<file path="config.mk">
export PLATFORM = sky130hd
export DESIGN_NAME = cyhc_capture
export DESIGN_NICKNAME = d
export VERILOG_FILES = /design/src/core/cyhc_pkg.sv /design/src/core/cyhc_capture.sv
export SDC_FILE = /design/constraint.sdc
export NUM_CORES = 2
export LEC_CHECK = 0
export BUFFER_PORTS_ARGS = -buffer_cell sky130_fd_sc_hd__buf_2
export CORE_UTILIZATION = 50
export DETAILED_ROUTE_END_ITERATION = 12
export GPL_TIMING_DRIVEN = 0
export PLACE_DENSITY_LB_ADDON = 0.25
export SETUP_SLACK_MARGIN = 0.02
export SLEW_MARGIN = 20
export SYNTH_ARGS = -nofsm -noshare
export SYNTH_HDL_FRONTEND = slang
export SYNTH_SLANG_ARGS = --single-unit
</file>
<file path="constraint.sdc">
create_clock -name clock_i -period 10.8 [get_ports clock_i]
set_input_delay 1.08 -clock clock_i [delete_from_list [all_inputs] [get_ports clock_i]]
set_output_delay 1.08 -clock clock_i [all_outputs]
set_load 0.01 [all_outputs]
</file>
<file path="src/core/cyhc_pkg.sv">
// Purpose: Shared constants for the cycle history capture block
// Assumes: APB slave, 32-bit data, one aligned word per register
// Notes: Offsets are byte addresses on the register bus
package cyhc_pkg;
  // ************************************************************
  // Register offsets
  // ************************************************************
  localparam logic [7:0] ADDR_CTRL = 8'h00;
  localparam logic [7:0] ADDR_PRE = 8'h04;
  localparam logic [7:0] ADDR_MAXS = 8'h08;
  localparam logic [7:0] ADDR_TCYC = 8'h0C;
  localparam logic [7:0] ADDR_VOFF = 8'h10;
  localparam logic [7:0] ADDR_COFF = 8'h14;
  localparam logic [7:0] ADDR_HBUF = 8'h18;
  localparam logic [7:0] ADDR_STAT = 8'h1C;
  localparam logic [7:0] ADDR_CNT = 8'h20;
  // ************************************************************
  // Control fields and reset values
  // ************************************************************
  localparam int CTRL_FIN_BIT = 0;
  localparam int CTRL_ALL_BIT = 1;
  localparam int CTRL_TT_LSB = 2;
  localparam int CTRL_FETCH_BIT = 4;
  localparam logic [1:0] TT_MISCOMPARE = 2'h0;
  localparam logic [1:0] TT_CYCLE = 2'h1;
  localparam logic [1:0] TT_LABEL = 2'h2;
  localparam logic [31:0] RST_CTRL = 32'h0000_0001;
  localparam logic [31:0] RST_MAXS = 32'hFFFF_FFFF;
  localparam logic [31:0] RST_HBUF = 32'h0000_7D00;
  localparam logic [31:0] MAXS_UNLIMITED = 32'hFFFF_FFFF;
  // ************************************************************
  // Capture states
  // ************************************************************
  typedef enum logic [4:0] {
    ST_IDLE = 5'b00001,
    ST_ARMED = 5'b00010,
    ST_VSKIP = 5'b00100,
    ST_CSKIP = 5'b01000,
    ST_CAPT = 5'b10000
  } cyhc_state_type;
endpackage

</file>
<file path="src/core/cyhc_capture.sv">
// Purpose: Cycle history capture with trigger, pretrigger and streaming
// Assumes: Burst engine signals arrive on clock_i; DEPTH is a power of 2
// Notes: Samples leave through an output FIFO towards the host
//
// The address map and register access over APB were chosen for this implementation.

// ************************************************************
// Output FIFO
// ************************************************************
module cyhc_fifo #(
  parameter int WIDTH = 40,
  parameter int DEPTH = 8
) (
  input wire logic clock_i,
  input wire logic sys_rst_i,
  input wire logic in_valid_i,
  output logic in_ready_o,
  input wire logic [WIDTH-1:0] in_data_i,
  output logic out_valid_o,
  input wire logic out_ready_i,
  output logic [WIDTH-1:0] out_data_o
);
  localparam int AW = $clog2(DEPTH);
  typedef struct packed {
    logic [AW:0] cnt;
    logic [AW-1:0] wp, rp;
    logic ov;
    logic [WIDTH-1:0] od;
  } cyhc_fifo_type;
  cyhc_fifo_type r_ff, nxt_r;
  logic [WIDTH-1:0] mem_ff [DEPTH];
  logic push, load;
  // Output stage refills whenever it is empty or being taken
  always_comb begin
    nxt_r = r_ff;
    push = in_valid_i && (r_ff.cnt != (AW+1)'(DEPTH));
    load = (r_ff.cnt != '0) && (!r_ff.ov || out_ready_i);
    if (out_ready_i) begin
      nxt_r.ov = 1'b0;
    end
    if (load) begin
      nxt_r.ov = 1'b1;
      nxt_r.od = mem_ff[r_ff.rp];
      nxt_r.rp = r_ff.rp + 1'b1;
    end
    if (push) begin
      nxt_r.wp = r_ff.wp + 1'b1;
    end
    nxt_r.cnt = r_ff.cnt + (AW+1)'(push) - (AW+1)'(load);
  end
  // State and storage
  always_ff @(posedge clock_i) begin
    if (sys_rst_i) begin
      r_ff <= '0;
    end else begin
      r_ff <= nxt_r;
    end
    if (push) begin
      mem_ff[r_ff.wp] <= in_data_i;
    end
  end
  assign in_ready_o = (r_ff.cnt != (AW+1)'(DEPTH));
  assign out_valid_o = r_ff.ov;
  assign out_data_o = r_ff.od;
endmodule

// ************************************************************
// Capture controller
// ************************************************************
module cyhc_capture #(
  parameter int PINS = 8,
  parameter int DEPTH = 64,
  parameter int FIFO_DEPTH = 8
) (
  input wire logic clock_i,
  input wire logic sys_rst_i,
  input wire logic psel_i,
  input wire logic penable_i,
  input wire logic pwrite_i,
  input wire logic [7:0] paddr_i,
  input wire logic [31:0] pwdata_i,
  output logic [31:0] prdata_o,
  output logic pready_o,
  output logic pslverr_o,
  input wire logic burst_start_i,
  input wire logic cyc_valid_i,
  input wire logic [31:0] cyc_num_i,
  input wire logic [PINS-1:0] cyc_fail_i,
  input wire logic label_hit_i,
  input wire logic vector_start_i,
  output logic smp_valid_o,
  input wire logic smp_ready_i,
  output logic [31+PINS:0] smp_data_o
);
  localparam int AW = $clog2(DEPTH);
  localparam int SW = 32 + PINS;
  localparam logic [31:0] DEPTH_W = 32'(DEPTH);
  typedef struct packed {
    cyhc_pkg::cyhc_state_type st;
    logic fin, all, fetch;
    logic [1:0] tt;
    logic [31:0] pre, maxs, tcyc, voff, coff, hbuf;
    logic [AW:0] wr, rd;
    logic [31:0] total, sent, vcnt, ccnt, prdata;
    logic pready, pslverr;
  } cyhc_regs_type;
  cyhc_regs_type r_ff, nxt_r;
  logic [SW-1:0] hist_ff [DEPTH];
  logic [AW:0] occ;
  logic [31:0] pre_cap, v_eff, c_eff, tot;
  logic acc, fail, trig, lh, vreach, room, wr_en, push, fifo_rdy, drain;

  // ************************************************************
  // Register bus, trigger and capture
  // ************************************************************
  // One cycle of wait state, answer registered with pready
  always_comb begin
    nxt_r = r_ff;
    nxt_r.pready = 1'b0;
    nxt_r.pslverr = 1'b0;
    acc = psel_i && penable_i && !r_ff.pready;
    fail = |cyc_fail_i;
    occ = r_ff.wr - r_ff.rd;
    pre_cap = (r_ff.pre > DEPTH_W - 1) ? DEPTH_W - 1 : r_ff.pre;
    if (pre_cap > r_ff.maxs) pre_cap = r_ff.maxs;
    tot = (r_ff.st == cyhc_pkg::ST_CAPT) ? r_ff.total : 32'(occ); // Window too
    trig = 1'b0;
    wr_en = 1'b0;
    // Label path: vectors counted first, then cycles
    lh = (r_ff.st == cyhc_pkg::ST_ARMED) && label_hit_i;
    v_eff = lh ? '0 : (vector_start_i ? r_ff.vcnt + 1 : r_ff.vcnt);
    vreach = (lh || r_ff.st == cyhc_pkg::ST_VSKIP) &&
             (v_eff == r_ff.voff);
    c_eff = (r_ff.st == cyhc_pkg::ST_CSKIP) ? r_ff.ccnt + 1 : '0;
    // Room under both the memory depth and the sample limit
    room = (occ != (AW+1)'(DEPTH)) &&
           (!r_ff.fin || tot < DEPTH_W) &&
           (r_ff.maxs == cyhc_pkg::MAXS_UNLIMITED ||
            tot < r_ff.maxs);
    // Trigger detection per selected type
    if (cyc_valid_i) begin
      if (r_ff.tt == cyhc_pkg::TT_MISCOMPARE) begin
        trig = (r_ff.st == cyhc_pkg::ST_ARMED) && fail;
      end else if (r_ff.tt == cyhc_pkg::TT_CYCLE) begin
        trig = (r_ff.st == cyhc_pkg::ST_ARMED) &&
               (cyc_num_i == r_ff.tcyc);
      end else if (r_ff.tt == cyhc_pkg::TT_LABEL) begin
        trig = (vreach || r_ff.st == cyhc_pkg::ST_CSKIP) &&
               (c_eff == r_ff.coff);
      end
    end
    case (r_ff.st)
      cyhc_pkg::ST_ARMED, cyhc_pkg::ST_VSKIP, cyhc_pkg::ST_CSKIP: begin
        if (cyc_valid_i && trig) begin
          nxt_r.st = cyhc_pkg::ST_CAPT;
          wr_en = (r_ff.all || fail) && room;
          nxt_r.total = 32'(occ) + 32'(wr_en);
        end else if (cyc_valid_i) begin
          // Rolling pretrigger window, oldest entry dropped
          wr_en = (pre_cap != '0);
          if (wr_en && 32'(occ) == pre_cap) begin
            nxt_r.rd = r_ff.rd + 1'b1;
          end
          if (r_ff.tt == cyhc_pkg::TT_LABEL && vreach) begin
            nxt_r.st = cyhc_pkg::ST_CSKIP;
            nxt_r.ccnt = '0;
          end else if (r_ff.tt == cyhc_pkg::TT_LABEL &&
                       (lh || r_ff.st == cyhc_pkg::ST_VSKIP)) begin
            nxt_r.st = cyhc_pkg::ST_VSKIP;
            nxt_r.vcnt = v_eff;
          end else if (r_ff.st == cyhc_pkg::ST_CSKIP) begin
            nxt_r.ccnt = c_eff;
          end
        end
      end
      cyhc_pkg::ST_CAPT: begin
        wr_en = cyc_valid_i && (r_ff.all || fail) && room;
        nxt_r.total = r_ff.total + 32'(wr_en);
      end
      default: wr_en = 1'b0;
    endcase
    if (wr_en) begin
      nxt_r.wr = r_ff.wr + 1'b1;
    end
    // Drain to host: fetch in finite mode, automatic otherwise
    drain = (r_ff.st == cyhc_pkg::ST_CAPT) &&
            (r_ff.fin ? r_ff.fetch : 1'b1);
    push = drain && (occ != '0) && (r_ff.sent < r_ff.hbuf) && fifo_rdy;
    if (push) begin
      nxt_r.rd = r_ff.rd + 1'b1;
      nxt_r.sent = r_ff.sent + 1;
    end
    if (drain && occ == '0) begin
      nxt_r.fetch = 1'b0;
    end
    // New burst rearms and empties the window
    if (burst_start_i) begin
      nxt_r.st = cyhc_pkg::ST_ARMED;
      nxt_r.wr = '0;
      nxt_r.rd = '0;
      nxt_r.total = '0;
      nxt_r.sent = '0;
      nxt_r.vcnt = '0;
      nxt_r.ccnt = '0;
      nxt_r.fetch = 1'b0;
      wr_en = 1'b0;
      push = 1'b0;
    end
    // Register writes, a fetch set wins over its clear
    if (acc) begin
      nxt_r.pready = 1'b1;
      nxt_r.prdata = '0;
      if (paddr_i == cyhc_pkg::ADDR_CTRL) begin
        if (pwrite_i) begin
          nxt_r.fin = pwdata_i[cyhc_pkg::CTRL_FIN_BIT];
          nxt_r.all = pwdata_i[cyhc_pkg::CTRL_ALL_BIT];
          nxt_r.tt = pwdata_i[cyhc_pkg::CTRL_TT_LSB +: 2];
          if (pwdata_i[cyhc_pkg::CTRL_FETCH_BIT]) begin
            nxt_r.fetch = 1'b1;
          end
        end
        nxt_r.prdata = {27'h000_0000, r_ff.fetch, r_ff.tt, r_ff.all,
                        r_ff.fin};
      end else if (paddr_i == cyhc_pkg::ADDR_PRE) begin
        if (pwrite_i) nxt_r.pre = pwdata_i;
        nxt_r.prdata = r_ff.pre;
      end else if (paddr_i == cyhc_pkg::ADDR_MAXS) begin
        if (pwrite_i) nxt_r.maxs = pwdata_i;
        nxt_r.prdata = r_ff.maxs;
      end else if (paddr_i == cyhc_pkg::ADDR_TCYC) begin
        if (pwrite_i) nxt_r.tcyc = pwdata_i;
        nxt_r.prdata = r_ff.tcyc;
      end else if (paddr_i == cyhc_pkg::ADDR_VOFF) begin
        if (pwrite_i) nxt_r.voff = pwdata_i;
        nxt_r.prdata = r_ff.voff;
      end else if (paddr_i == cyhc_pkg::ADDR_COFF) begin
        if (pwrite_i) nxt_r.coff = pwdata_i;
        nxt_r.prdata = r_ff.coff;
      end else if (paddr_i == cyhc_pkg::ADDR_HBUF) begin
        if (pwrite_i) nxt_r.hbuf = pwdata_i;
        nxt_r.prdata = r_ff.hbuf;
      end else if (paddr_i == cyhc_pkg::ADDR_STAT) begin
        nxt_r.prdata = {11'h000, 16'(occ), r_ff.st};
      end else if (paddr_i == cyhc_pkg::ADDR_CNT) begin
        nxt_r.prdata = r_ff.total;
      end else begin
        nxt_r.pslverr = 1'b1; // Unmapped address
      end
    end
  end
  // State register and history memory
  always_ff @(posedge clock_i) begin
    if (sys_rst_i) begin
      r_ff <= '0;
      r_ff.st <= cyhc_pkg::ST_IDLE;
      r_ff.fin <= cyhc_pkg::RST_CTRL[cyhc_pkg::CTRL_FIN_BIT];
      r_ff.maxs <= cyhc_pkg::RST_MAXS;
      r_ff.hbuf <= cyhc_pkg::RST_HBUF;
    end else begin
      r_ff <= nxt_r;
    end
    if (wr_en) begin
      hist_ff[r_ff.wr[AW-1:0]] <= {cyc_num_i, cyc_fail_i};
    end
  end
  // Sample FIFO towards the host buffer
  cyhc_fifo #(.WIDTH(SW), .DEPTH(FIFO_DEPTH)) cyhc_fifo_i (
    .clock_i(clock_i),
    .sys_rst_i(sys_rst_i),
    .in_valid_i(push),
    .in_ready_o(fifo_rdy),
    .in_data_i(hist_ff[r_ff.rd[AW-1:0]]),
    .out_valid_o(smp_valid_o),
    .out_ready_i(smp_ready_i),
    .out_data_o(smp_data_o)
  );
  assign prdata_o = r_ff.prdata;
  assign pready_o = r_ff.pready;
  assign pslverr_o = r_ff.pslverr;
endmodule

</file>
==> metrics.md <==
| Metric | Value |
|---|---|
| Drt wl/cell | `approximately 34 µm` |
| Worst r2r path cells | `23` |
| Top-count cell post-synth | `edfxtp_1` |
| Reg2reg start | `r_ff[375]$_SDFFE_PP0P_` |
| Outcome | `completed` |
| Setup Fix Bufs, Post-CTS | `0` |
| Routed Antenna Nets | `0` |
| Final Critical Period | `roughly 8.4 ns` |
| Worst flop-to-flop path endpoint | `hist_ff[30][34]$_DFFE_PP_` |
| Largest net degree at the start of global routing | `66` |
| Max Root-Sink Buffers | `4` |
| GRT Overall Usage | `0.3130` |
| CTS clock-pin slew for the worst setup and hold paths | `0.06 ns` |
| Seq cells post-synth | `3318` |
| Cts repair resizes | `0` |
| I/O Buffers | `roughly 160` |
| Hold path startpoint | `r_ff[178]$_SDFFE_PP0P_` |
| DIE AREA | `0.2742 mm²` |
| # rows | `191` |
| Vias per cell | `~6.5` |
| Hold endpoint | `r_ff[178]$_SDFFE_PP0P_` |
| Fin. max-slew vios | `0` |
| Final Cycle Share | `0.7732` |
| Post-synthesis sequential area ratio | `0.7002` |
| Cells after Synth | `approximately 8000` |
| Filler cells | `between 20000 and 25000` |
| Synth top area cells | `edfxtp_1 (64%), mux4_2 (15%), dfxtp_1 (6.4%), nand2_1 (1.6%), a21oi_1 (1.4%)` |
| Register-to-register path setup slack | `~2.4 ns` |
| Most common library cells after synthesis | `edfxtp_1 (2880), mux4_2 (908), nand2_1 (591)` |
| Synth cell types | `97` |
| Crit. End Element | `flop` |
| CP Max Fanout | `10` |
| Clk_lat worst skew | `roughly 0.95 ns` |
| Area Growth Syn to Fin | `15.51%` |
| Hold_buf cts | `0` |
| CTS buffer count | `approximately 340` |
| CP max-delay cell | `a21oi_1` |
| Post-synth EDFFs | `approximately 2900` |
| Worst vdd ir | `roughly 0.20 mV` |
| Synth warnings | `0` |
| Die H | `523.6 µm` |
| Dpl hpwl | `314900 µm` |
| Layout cells sized above 1 | `0.2691` |
| TNS Setup | `0 ns` |
| Hold Vio Cnt, Final | `0` |
| Syn_area_per_cell | `17.51 µm²` |
| Crit Path Class | `reg -> reg` |
| Post-Route WL | `between 400000 and 500000 µm` |
| RSZ-0062 raised after global routing | `no` |
| I/O Pins | `165` |
| PwrDens | `169.7 mW/mm²` |
| GR Overflow Total | `0` |
| DR vias | `between 80000 and 90000` |
| P_leak | `50.99 nW` |
| Max-Cap Viols | `0` |
| DRC | `0` |
| Critical path's top delay family | `buffers and inverters` |
| Clock skew | `0.05082 ns` |
| Largest stage delay, worst path | `0.97 ns` |
| Worst Hold Class | `reg -> reg` |
| TritonCTS clock tree | `built` |
| Bufs and invs on worst path | `11` |
| Final setup violation count | `0` |
| Vias in the first global route | `roughly 79000` |
| Arrival time at the worst endpoint | `between 8 and 9 ns` |
| Initial DRC Count | `12340` |
| Least-Margin Pin Slew | `1.260 ns` |
| CP Launch Type | `flop` |
| Crit path cell chain | `or3_1 -> clkbuf_1 -> nor2_2 -> clkbuf_1 -> clkbuf_1 -> nand2_1 -> nand2_1 -> ha_1 -> a31o_2 -> a21o_1 -> a2111oi_0 -> o221ai_1 -> a21oi_1 -> a21boi_4 -> buf_6 -> buf_6 -> nor4_2 -> buf_2 -> buf_2 -> buf_2 -> buf_2 -> buf_2 -> buf_2` |
| Core Area | `0.2708 mm²` |
| Synth top area share | `0.6358` |
| Largest area contributor in the netlist | `edfxtp_1` |
| Post-synthesis async set-or-reset flop share | `0` |
| CP Depth | `23` |
| Max transition margin | `0.1603` |
| Worst hold path depth | `2` |
| Non-Filler Instances | `12800` |
| Top_reg_cell synth | `edfxtp_1` |
| CP most frequent cell | `buf_2` |
| First-pass DRT Iterations | `8` |
| Clock sinks | `3318` |
| F_max | `~120 MHz` |
| Initial core utilization | `0.5024` |
| Inst Count DP | `~12000` |
| Clk root buf | `clkbuf_16` |
| Die X-Extent | `523.6 µm` |
| Layout Nets | `a little over 9000` |
| First-pass GRT wire length | `roughly 600000 µm` |
| Hold_ws | `0.4610 ns` |
| CP Data Required Time | `roughly 11 ns` |
| Initial antenna violation count | `25` |
| Mapped cell area | `0.1360 mm²` |
| Placer Congestion | `1.021` |
| H-tree levels | `5` |
[per-stage QoR]
step,power [W],instance area [µm²],util,setup slack (ns)
after floorplan,0.01503,136100,-,2.380
after global placement,0.01555,141400,0.5222,-7.016
after detailed placement,0.01559,146400,0.5407,2.645
after CTS,0.02677,157000,0.5798,2.718
after global routing,0.02733,157100,0.5802,2.273
final,0.02666,157100,0.5803,2.449
[state kept, by name, indices dropped and copies added (netlist names), named ones only]
| name | flops |
|---|---|
| hist_ff | 2560 |
| r_ff | 344 |
| cyhc_fifo_i.mem_ff | 320 |
| cyhc_fifo_i.out_data_o | 40 |
| prdata_o | 32 |
| cyhc_fifo_i.r_ff | 10 |
| cyhc_fifo_i.out_valid_o | 1 |
| pready_o | 1 |
| pslverr_o | 1 |
[kinds of logic (layout without fill, tap and decap cells)]
| logic type | after synthesis | in the layout | synth area share |
|---|---|---|---|
| buffers and inverters | 673 | 2090 | 0.02108 |
| AO/OA/AOI/OAI | 942 | 942 | 0.04366 |
| adder cells (fa/ha/maj) | 119 | 119 | 0.01106 |
| AND/OR/NAND/NOR | 1558 | 1558 | 0.05567 |
| multiplexers | 1030 | 1030 | 0.1595 |
| other | 1 | 40 | 0.00002757 |
| XOR/XNOR | 129 | 129 | 0.008821 |
| flip-flops | 3318 | 3318 | 0.7002 |
[how the worst max path moves through the flow]
stage | startpoint | end | slack (ns)
global route | r_ff[375]$_SDFFE_PP0P_ | hist_ff[9][0]$_DFFE_PP_ | 2.27
finish | r_ff[375]$_SDFFE_PP0P_ | hist_ff[30][34]$_DFFE_PP_ | 2.45
floorplan | vector_start_i | hist_ff[22][0]$_DFFE_PP_ | 2.38
global placement | r_ff[375]$_SDFFE_PP0P_ | hist_ff[42][21]$_DFFE_PP_ | -7.02
detailed placement | label_hit_i | hist_ff[9][9]$_DFFE_PP_ | 2.65
CTS | r_ff[375]$_SDFFE_PP0P_ | hist_ff[9][24]$_DFFE_PP_ | 2.72
[routing by layer]
layer | up-vias | part of all wire | wire (µm) | global-route usage
met2 | 5197 | 0.44 | 191900 | 0.4676
met1 | 42970 | 0.39 | 170000 | 0.4488
met5 | - | 0.000093 | 40 | 0
met4 | 8 | 0.039 | 16820 | 0.1057
met3 | 799 | 0.12 | 52490 | 0.08141
li1 | 33720 | - | - | -
[where the power goes]
part / internal [W] / total, W / switching [W]
combinational: 0.000487 / 0.00128 / 0.000793
clock: 0.00640 / 0.0113 / 0.00495
sequential: 0.0140 / 0.0140 / 0.0000525
total: 0.0209 / 0.0267 / 0.00579
[cell type report]
class,instances,area (µm²),area share
flip-flops and latches,3318,95250,0.6062
multi-input cells,3804,38510,0.2451
clock buffers,418,8979,0.05714
repair buffers,812,5338,0.03397
well taps,3570,4467,0.02843
plain buffers,540,2447,0.01558
clock inverters,187,1600,0.01018
inverters,133,499.2,0.003177
diodes,14,35.03,0.0002230
[worst min-delay path, delay by kind of cell (launching register included)]
| family | cells | cell delay, ns |
|---|---|---|
| and+or+nand+nor | 1 | 0.05 |
| DFF | 1 | 0.31 |
| AOI/OAI and AO/OA | 1 | 0.05 |
[placed cells by master (no fill, tap or decap), drive strengths merged, types with 22 or more instances in the layout]
cell | synthesis | routed
edfxtp | 2880 | 2880
inv | 131 | 144
conb | 1 | 26
nand2b | 31 | 31
nor2 | 290 | 290
xor2 | 83 | 83
nor3 | 84 | 84
a211oi | 53 | 53
and2 | 35 | 35
a21o | 33 | 33
mux2i | 105 | 105
or3 | 49 | 49
a31oi | 44 | 44
a21oi | 368 | 368
nand2 | 591 | 591
and3 | 41 | 41
buf | 196 | 990
a221oi | 34 | 34
xnor2 | 41 | 41
clkinv | 2 | 147
or4 | 42 | 42
nor4 | 126 | 126
mux4 | 908 | 908
ha | 117 | 117
o31ai | 22 | 22
nand3 | 89 | 89
dfxtp | 438 | 438
o21ai | 164 | 164
nand4 | 94 | 94
a22oi | 23 | 23
o211ai | 61 | 61
clkbuf | 344 | 780
Power figures use the tool's default switching activity.
